<file path="src/include/cell_in_pkg.sv">
package cell_in_pkg;
	localparam int WIDE_BITS = 16;
	localparam int NARROW_BITS = 8;
	localparam int CELL_WORDS_WIDE = 26;
	localparam int CELL_BYTES_NARROW = 52;
	localparam int CELL_CNT_BITS = 6;
	localparam int PORT_SEL_BITS = 5;
	localparam int REF_CLK_HZ = 10000000;
	// Half period of the link clock made by the master, in reference cycles.
	localparam int LINK_HALF_DIV = 4;
	localparam int LINK_DIV_BITS = 3;
	localparam int WIDE_MAX_CLK_MHZ = 33;
	localparam int NARROW_MAX_CLK_MHZ = 52;
	localparam logic [PORT_SEL_BITS-1:0] PORT_SEL_RESET = 5'h00;
	localparam logic [WIDE_BITS-1:0] WORD_RESET = 16'h0000;
endpackage

</file>
<file path="src/include/cell_in_if.sv">
`timescale 1ns/1ps
interface cell_in_if;
	logic cell_in_transfer_clock;
	logic [15:0] cell_in_word_bus;
	logic cell_in_parity_bit;
	logic cell_in_first_word_flag;
	logic cell_in_enable_low;
	logic [4:0] cell_in_port_select;
	modport master (
		output cell_in_transfer_clock,
		output cell_in_word_bus,
		output cell_in_parity_bit,
		output cell_in_first_word_flag,
		output cell_in_enable_low,
		output cell_in_port_select
	);
	modport phy (
		input cell_in_transfer_clock,
		input cell_in_word_bus,
		input cell_in_parity_bit,
		input cell_in_first_word_flag,
		input cell_in_enable_low,
		input cell_in_port_select
	);
endinterface

</file>
<file path="src/core/cell_in_phy.sv">
`timescale 1ns/1ps
module cell_in_phy
	import cell_in_pkg::*;
#(
	parameter int DEPTH = 2
) (
	input wire logic ref_clk,
	input wire logic rst_n,
	input wire logic clk_en,
	cell_in_if.phy link,
	input wire logic wide_mode,
	input wire logic odd_parity,
	input wire logic [PORT_SEL_BITS-1:0] my_port,
	input wire logic parity_err_clear,
	output logic parity_err,
	output logic [WIDE_BITS-1:0] out_word,
	output logic out_first,
	output logic out_last,
	output logic out_valid,
	input wire logic out_ready,
	output logic overflow
);
	localparam int ENT = WIDE_BITS + 2;
	typedef struct packed {
		logic clk_old;
		logic in_cell;
		logic [CELL_CNT_BITS-1:0] cnt;
		logic perr;
		logic ovf;
	} phy_t;
	phy_t q, d;
	logic [WIDE_BITS-1:0] w;
	logic par;
	logic soc;
	logic enb_n;
	logic lclk;
	logic [PORT_SEL_BITS-1:0] sel;
	logic rise, take, start, last, push, room;
	logic [CELL_CNT_BITS-1:0] cell_len;
	logic [ENT-1:0] entry;
	logic [ENT-1:0] head;
	// Every link pin passes two flip-flops; the rise is found behind the second stage.
	cell_in_sync #(.W(1)) clk_sync (
		.ref_clk,
		.rst_n,
		.clk_en,
		.async_val(link.cell_in_transfer_clock),
		.sync_val(lclk)
	);
	cell_in_sync #(.W(PORT_SEL_BITS)) sel_sync (
		.ref_clk,
		.rst_n,
		.clk_en,
		.async_val(link.cell_in_port_select),
		.sync_val(sel)
	);
	cell_in_sync #(.W(1)) enb_sync (
		.ref_clk,
		.rst_n,
		.clk_en,
		.async_val(link.cell_in_enable_low),
		.sync_val(enb_n)
	);
	cell_in_sync #(.W(1)) soc_sync (
		.ref_clk,
		.rst_n,
		.clk_en,
		.async_val(link.cell_in_first_word_flag),
		.sync_val(soc)
	);
	cell_in_sync #(.W(1)) par_sync (
		.ref_clk,
		.rst_n,
		.clk_en,
		.async_val(link.cell_in_parity_bit),
		.sync_val(par)
	);
	cell_in_sync #(.W(WIDE_BITS)) word_sync (
		.ref_clk,
		.rst_n,
		.clk_en,
		.async_val(link.cell_in_word_bus),
		.sync_val(w)
	);
	assign rise = lclk && !q.clk_old;
	assign cell_len = wide_mode ? CELL_CNT_BITS'(CELL_WORDS_WIDE) :
		CELL_CNT_BITS'(CELL_BYTES_NARROW);
	assign take = rise && !enb_n && sel == my_port;
	assign start = take && soc;
	assign last = q.cnt == cell_len - 1'b1;
	assign push = take && (start || q.in_cell);
	assign entry = {start, last && !start,
		wide_mode ? w : {8'h00, w[NARROW_BITS-1:0]}};
	assign {out_first, out_last, out_word} = head;
	assign parity_err = q.perr;
	assign overflow = q.ovf;
	cell_in_pair_buf #(.W(ENT), .DEPTH(DEPTH)) out_buf (
		.ref_clk,
		.rst_n,
		.clk_en,
		.fill_data(entry),
		.fill_valid(push),
		.fill_ready(room),
		.head_data(head),
		.head_valid(out_valid),
		.head_ready(out_ready)
	);
	always_comb begin
		d = q;
		if (clk_en) begin
			d.clk_old = lclk;
			if (start) begin
				d.in_cell = 1'b1;
				d.cnt = CELL_CNT_BITS'(1);
			end else if (push) begin
				if (last) begin
					d.in_cell = 1'b0;
					d.cnt = '0;
				end else begin
					d.cnt = q.cnt + 1'b1;
				end
			end
			if (parity_err_clear) begin
				d.perr = 1'b0;
				d.ovf = 1'b0;
			end
			if (push && ((^entry[WIDE_BITS-1:0]) ^ odd_parity) != par) begin
				d.perr = 1'b1;
			end
			// A word that finds the buffer full is lost; the sticky flag reports it.
			if (push && !room) begin
				d.ovf = 1'b1;
			end
		end
	end
	always_ff @(posedge ref_clk or negedge rst_n) begin
		if (!rst_n) begin
			q <= '0;
		end else begin
			q <= d;
		end
	end
endmodule // cell_in_phy

module cell_in_sync #(
	parameter int W = 1
) (
	input wire logic ref_clk,
	input wire logic rst_n,
	input wire logic clk_en,
	input wire logic [W-1:0] async_val,
	output logic [W-1:0] sync_val
);
	typedef struct packed {
		logic [W-1:0] s1;
		logic [W-1:0] s2;
	} sync_t;
	sync_t q, d;
	assign sync_val = q.s2;
	always_comb begin
		d = q;
		if (clk_en) begin
			d.s1 = async_val;
			d.s2 = q.s1;
		end
	end
	always_ff @(posedge ref_clk or negedge rst_n) begin
		if (!rst_n) begin
			q <= '0;
		end else begin
			q <= d;
		end
	end
endmodule // cell_in_sync

module cell_in_pair_buf #(
	parameter int W = 18,
	parameter int DEPTH = 2
) (
	input wire logic ref_clk,
	input wire logic rst_n,
	input wire logic clk_en,
	input wire logic [W-1:0] fill_data,
	input wire logic fill_valid,
	output logic fill_ready,
	output logic [W-1:0] head_data,
	output logic head_valid,
	input wire logic head_ready
);
	localparam int PW = (DEPTH > 1) ? $clog2(DEPTH) : 1;
	localparam int CW = $clog2(DEPTH + 1);
	typedef struct packed {
		logic [DEPTH-1:0][W-1:0] mem;
		logic [PW-1:0] rd;
		logic [PW-1:0] wr;
		logic [CW-1:0] cnt;
	} pbuf_t;
	pbuf_t q, d;
	logic push, pop;
	// No handshake completes while frozen, so no word is lost or repeated.
	assign head_valid = clk_en && q.cnt != '0;
	assign fill_ready = clk_en && (q.cnt != CW'(DEPTH) || head_ready);
	assign push = fill_valid && fill_ready;
	assign pop = head_valid && head_ready;
	assign head_data = q.mem[q.rd];
	always_comb begin
		d = q;
		if (clk_en) begin
			if (push) begin
				d.mem[q.wr] = fill_data;
				d.wr = (q.wr == PW'(DEPTH - 1)) ? '0 : q.wr + 1'b1;
			end
			if (pop) begin
				d.rd = (q.rd == PW'(DEPTH - 1)) ? '0 : q.rd + 1'b1;
			end
			d.cnt = q.cnt + CW'(push) - CW'(pop);
		end
	end
	always_ff @(posedge ref_clk or negedge rst_n) begin
		if (!rst_n) begin
			q <= '0;
		end else begin
			q <= d;
		end
	end
endmodule // cell_in_pair_buf

</file>
<file path="src/flat_wrapper.sv">
// flat-port wrapper written by rule: the top's interface ports become plain ports
module cell_in_phy_flat import cell_in_pkg::*;
#(
	parameter int DEPTH = 2
)
  (ref_clk, rst_n, clk_en, wide_mode, odd_parity, my_port, parity_err_clear, parity_err, out_word, out_first, out_last, out_valid, out_ready, overflow, link_cell_in_transfer_clock, link_cell_in_word_bus, link_cell_in_parity_bit, link_cell_in_first_word_flag, link_cell_in_enable_low, link_cell_in_port_select);
  cell_in_if link_i ();
  input wire logic ref_clk;
  input wire logic rst_n;
  input wire logic clk_en;
  input wire logic wide_mode;
  input wire logic odd_parity;
  input wire logic [PORT_SEL_BITS-1:0] my_port;
  input wire logic parity_err_clear;
  output logic parity_err;
  output logic [WIDE_BITS-1:0] out_word;
  output logic out_first;
  output logic out_last;
  output logic out_valid;
  input wire logic out_ready;
  output logic overflow;
  input wire logic [$bits(link_i.cell_in_transfer_clock)-1:0] link_cell_in_transfer_clock;
  input wire logic [$bits(link_i.cell_in_word_bus)-1:0] link_cell_in_word_bus;
  input wire logic [$bits(link_i.cell_in_parity_bit)-1:0] link_cell_in_parity_bit;
  input wire logic [$bits(link_i.cell_in_first_word_flag)-1:0] link_cell_in_first_word_flag;
  input wire logic [$bits(link_i.cell_in_enable_low)-1:0] link_cell_in_enable_low;
  input wire logic [$bits(link_i.cell_in_port_select)-1:0] link_cell_in_port_select;
  assign link_i.cell_in_transfer_clock = link_cell_in_transfer_clock;
  assign link_i.cell_in_word_bus = link_cell_in_word_bus;
  assign link_i.cell_in_parity_bit = link_cell_in_parity_bit;
  assign link_i.cell_in_first_word_flag = link_cell_in_first_word_flag;
  assign link_i.cell_in_enable_low = link_cell_in_enable_low;
  assign link_i.cell_in_port_select = link_cell_in_port_select;
  cell_in_phy #(.DEPTH(DEPTH)) u_core (.ref_clk(ref_clk), .rst_n(rst_n), .clk_en(clk_en), .link(link_i), .wide_mode(wide_mode), .odd_parity(odd_parity), .my_port(my_port), .parity_err_clear(parity_err_clear), .parity_err(parity_err), .out_word(out_word), .out_first(out_first), .out_last(out_last), .out_valid(out_valid), .out_ready(out_ready), .overflow(overflow));
endmodule
</file>
<file path="config.mk">
export PLATFORM = sky130hd
export DESIGN_NAME = cell_in_phy_flat
export DESIGN_NICKNAME = d
export VERILOG_FILES = /design/src/include/cell_in_pkg.sv /design/src/include/cell_in_if.sv /design/src/core/cell_in_phy.sv /design/src/flat_wrapper.sv
export SDC_FILE = /design/constraint.sdc
export NUM_CORES = 1
export LEC_CHECK = 0
export BUFFER_PORTS_ARGS = -buffer_cell sky130_fd_sc_hd__buf_2
export CORE_MARGIN = 1
export CORE_UTILIZATION = 58
export DETAILED_ROUTE_END_ITERATION = 12
export GPL_TIMING_DRIVEN = 0
export PLACE_DENSITY_LB_ADDON = 0.1
export SETUP_SLACK_MARGIN = 0.3
export SLEW_MARGIN = 30
export SYNTH_ARGS = -nofsm -noshare
export SYNTH_HDL_FRONTEND = slang
export SYNTH_HIERARCHICAL = 1
export SYNTH_SLANG_ARGS = --single-unit
</file>
<file path="constraint.sdc">
create_clock -name ref_clk -period 3 [get_ports ref_clk]
set_input_delay 0.3 -clock ref_clk [delete_from_list [all_inputs] [get_ports ref_clk]]
set_output_delay 0.3 -clock ref_clk [all_outputs]
set_load 0.01 [all_outputs]
</file>
==> flow_metrics.env <==
export IMPL_fin_crit_ns=2.53
export IMPL_synth_edf_count=0
export IMPL_cp_slowest_stage_delay_ns=0.40
export IMPL_clk_latency_ns=0.36
export IMPL_die_w_um=93.8
export IMPL_critical_path_endpoint_type="register"
export IMPL_synthAdderAreaFrac_pct=0.767
export IMPL_leakagePower_nw=2.79
export IMPL_die_area_mm2=0.00880
export IMPL_area_sequential_mm2=0.00250
export IMPL_cts_max_level=3
export IMPL_final_area_mm2=0.00557
export IMPL_avgSynthCellArea_um2=14.7
export IMPL_async_reset_ff_share_pct=100
export IMPL_fillers=619
export IMPL_ys_seq_elements=100
export IMPL_ys_warn_count=6
export IMPL_pwr_share_comb_pct=23.7
export IMPL_slowest_stage="dfrtp_1"
export IMPL_gp_congestion=0.761
export IMPL_relSlewSlack_pct=65.2
export IMPL_wire_per_inst_um=16.2
export IMPL_arrival_ns=2.77
export IMPL_rsz0062_at_grt="no"
export IMPL_vias=2737
export IMPL_drive_above_1_share_pct=54.9
export IMPL_p_int_mw=2.28
export IMPL_skew_ns=0.0141
export IMPL_slew_violations=0
export IMPL_io_pins=58
export IMPL_worstHoldStart="link_cell_in_word_bus[9]"
export IMPL_tightest_slew_ns=0.521
export IMPL_cts_root_buf="clkbuf_8"
export IMPL_synth_most_common_cell="dfrtp_1"
export IMPL_nNetsFinal=443
export IMPL_clock_sinks=100
export IMPL_crit_required_ns=3.24
export IMPL_drv_cap=0
export IMPL_place_area_mm2=0.00534
export IMPL_dpl_hpwl_um=5920
export IMPL_setup_worst_path_start_class="register"
export IMPL_holdPathStages=2
export IMPL_start_util_pct=59.8
export IMPL_synth_compound_area_share_pct=2.66
export IMPL_antenna_left=0
export IMPL_numCtsBuffers=9
export IMPL_synthTopCellsByCount="dfrtp_1, mux2_2, mux2_4, buf_4, xnor2_1"
export IMPL_ctsLongestPathBuffers=2
export IMPL_tns_ns=0
export IMPL_yosys_area_top_type="dfrtp_1"
export IMPL_finalSetupViolCount=0
export IMPL_fp_dieH_um=93.8
export IMPL_wl_um=8300
export IMPL_grt_antenna_before_repair=0
export IMPL_syn_inst=332
export IMPL_synth_simple_area_share_pct=6.24
export IMPL_port_buffers=57
export IMPL_p_seq_share_pct=50.1
export IMPL_synth_mux_area_share_pct=28.0
export IMPL_cts_tree="done"
export IMPL_synthXorXnorAreaFrac_pct=4.86
export IMPL_finalHoldViolCount=0
export IMPL_pwr_share_clk_pct=26.3
export IMPL_dr_pass1_iters=4
export IMPL_grtUsageTotal_pct=20.9
export IMPL_r2r_start="u_core/sel_sync/sync_val[4]$_DFFE_PN0P_"
export IMPL_use_met1_pct=29.6
export IMPL_grt_use_met3_pct=4.13
export IMPL_path_class="register to register"
export IMPL_route_detailed_drc=0
export IMPL_yosysSeqAreaShare_pct=51.2
export IMPL_ir_drop_uv=345
export IMPL_first_iter_violations=93
export IMPL_r2r_cells=12
export IMPL_rr_endpoint="u_core/out_buf/q[1]$_DFFE_PN0P_"
export IMPL_multiInputGateArea_mm2=0.00210
export IMPL_synthFlopType="dfrtp_1"
export IMPL_synth_top_family_by_area="multiplexers"
export IMPL_viasPerCell=5.34
export IMPL_pwr_density_cell_mw_per_mm2=563
export IMPL_path_cells="buf_4, xnor2_1, nand4_1, nor3_2, nand2_2, or2_2, ha_1, inv_1, ha_1, xor2_1, nand2_1, xnor2_1"
export IMPL_areaGrowthSynthToFinish_pct=13.8
export IMPL_first_global_vias=2775
export IMPL_synth_area_top_cells="dfrtp_1, mux2_4, mux2_2"
export IMPL_fin_util_pct=68.1
export IMPL_yosysTopAreaCellShare_pct=51.2
export IMPL_hold_class="input pin to register"
export IMPL_diodes=0
export IMPL_hold_worst_slack_ns=0.168
export IMPL_rows=33
export IMPL_p_sw_share_pct=27.4
export IMPL_worstPathMaxFanout=3
export IMPL_fin_total_pwr_mw=3.13
export IMPL_synth_cell_types=41
export IMPL_coreArea_mm2=0.00818
export IMPL_grt_overflow=0
export IMPL_grt_pass1_wl_um=13900
export IMPL_busiest_layer="met2"
export IMPL_path_clk_slew_ns=0.10
export IMPL_min_period_over_period_pct=84.3
export IMPL_grt_util_met2_pct=32.7
export IMPL_fmax_ghz=0.396
export IMPL_power_switching_mw=0.857
export IMPL_synth_net_count=372
export IMPL_grt_max_degree=53
export IMPL_r2r_setup_slack_ns=0.47
export IMPL_run_status="complete, no violations"
export IMPL_synthesis_area_mm2=0.00489
export IMPL_holdPathEnd="u_core/word_sync/q[25]$_DFFE_PN0P_"
cell usage in the layout, fill, tap and decap left out, drive strengths merged, types with 2 or more instances in the layout:
cell type	count
a22o	4
and2	10
and2b	2
and3	2
and4bb	3
buf	90
clkbuf	12
clkinv	2
dfrtp	100
ha	3
inv	5
mux2	105
nand2	11
nand3	2
nor2	6
nor2b	2
nor3	2
nor3b	3
o21a	2
o21ai	9
xnor2	18
xnor3	2
xor2	4
layer usage:
metal | part of all wire, % | vias to the layer above
li1 | - | 1276
met5 | 0 | -
met4 | 1.2 | 0
met1 | 48 | 1405
met3 | 3.2 | 8
met2 | 48 | 48
stage by stage:
step | cells | setup slack (ns)
global route | 513 | 0.287
global placement | 494 | 0.413
detailed placement | 495 | 0.350
floorplan | 332 | 0.642
finish | 513 | 0.472
CTS | 512 | 0.326
state kept, by name (all words and copies together) (netlist names):
name                       cells
u_core/q                       8
u_core/word_sync/sync_val     16
u_core/soc_sync/sync_val       1
u_core/word_sync/q            16
u_core/clk_sync/q              1
u_core/par_sync/q              1
u_core/sel_sync/q              5
u_core/clk_sync/sync_val       1
u_core/overflow                1
u_core/out_buf/q              40
u_core/sel_sync/sync_val       5
u_core/enb_sync/q              1
u_core/enb_sync/sync_val       1
u_core/parity_err              1
u_core/par_sync/sync_val       1
u_core/soc_sync/q              1
worst max-delay path by stage:
| stage | start | end | slack, ns |
|---|---|---|---|
| after global placement | u_core/sel_sync/sync_val[0]$_DFFE_PN0P_ | u_core/out_buf/q[1]$_DFFE_PN0P_ | 0.41 |
| after detailed placement | u_core/sel_sync/sync_val[4]$_DFFE_PN0P_ | u_core/out_buf/q[1]$_DFFE_PN0P_ | 0.35 |
| after global routing | u_core/sel_sync/sync_val[4]$_DFFE_PN0P_ | u_core/out_buf/q[1]$_DFFE_PN0P_ | 0.29 |
| after floorplan | u_core/sel_sync/sync_val[2]$_DFFE_PN0P_ | u_core/out_buf/q[0]$_DFFE_PN0P_ | 0.64 |
| final | u_core/sel_sync/sync_val[4]$_DFFE_PN0P_ | u_core/out_buf/q[1]$_DFFE_PN0P_ | 0.47 |
| after CTS | u_core/sel_sync/sync_val[4]$_DFFE_PN0P_ | u_core/out_buf/q[1]$_DFFE_PN0P_ | 0.33 |
power groups by stage:
stage	logic, mW	registers (mW)	clock network (mW)
6_report	0.741	1.57	0.824
5_1_grt	0.808	1.59	0.905
4_1_cts	0.747	1.57	0.852
3_5_place_dp	0.741	1.60	0
3_3_place_gp	0.719	1.59	0
2_1_floorplan	0.573	1.57	0
cells by family (layout without fill, tap and decap cells):
logic type / Yosys count / after routing
and+or+nand+nor: 47 / 47
DFF: 100 / 100
adders and majority gates: 3 / 3
buffers and inverters: 35 / 111
xor gates and xnor gates: 24 / 24
AOI/OAI and AO/OA: 18 / 18
muxes: 105 / 105
final cells by class:
type / count / area share (%)
inverters: 3 / 0.202
clock buffers: 11 / 2.72
well taps: 105 / 2.36
plain buffers: 32 / 5.33
flip-flops and latches: 100 / 44.9
clock inverters: 5 / 0.764
repair buffers: 60 / 6.04
multi-input cells: 197 / 37.6
worst max-delay path, delay by kind of cell, from the launching register on:
family        cells  cell delay, ns
buf+inv           2            0.20
fa+ha+maj         2            0.44
simple gates      5            0.93
xor+xnor          3            0.46
flops             1            0.40
what timing repair did:
action | CTS | global route
resized for setup | 0 | 3
setup buffers | 0 | 1
hold buffers | 1 | 0
endpoints found under the hold margin | 51 | 0
endpoints found under the setup margin | 0 | 2
Power figures use the tool's default switching activity.
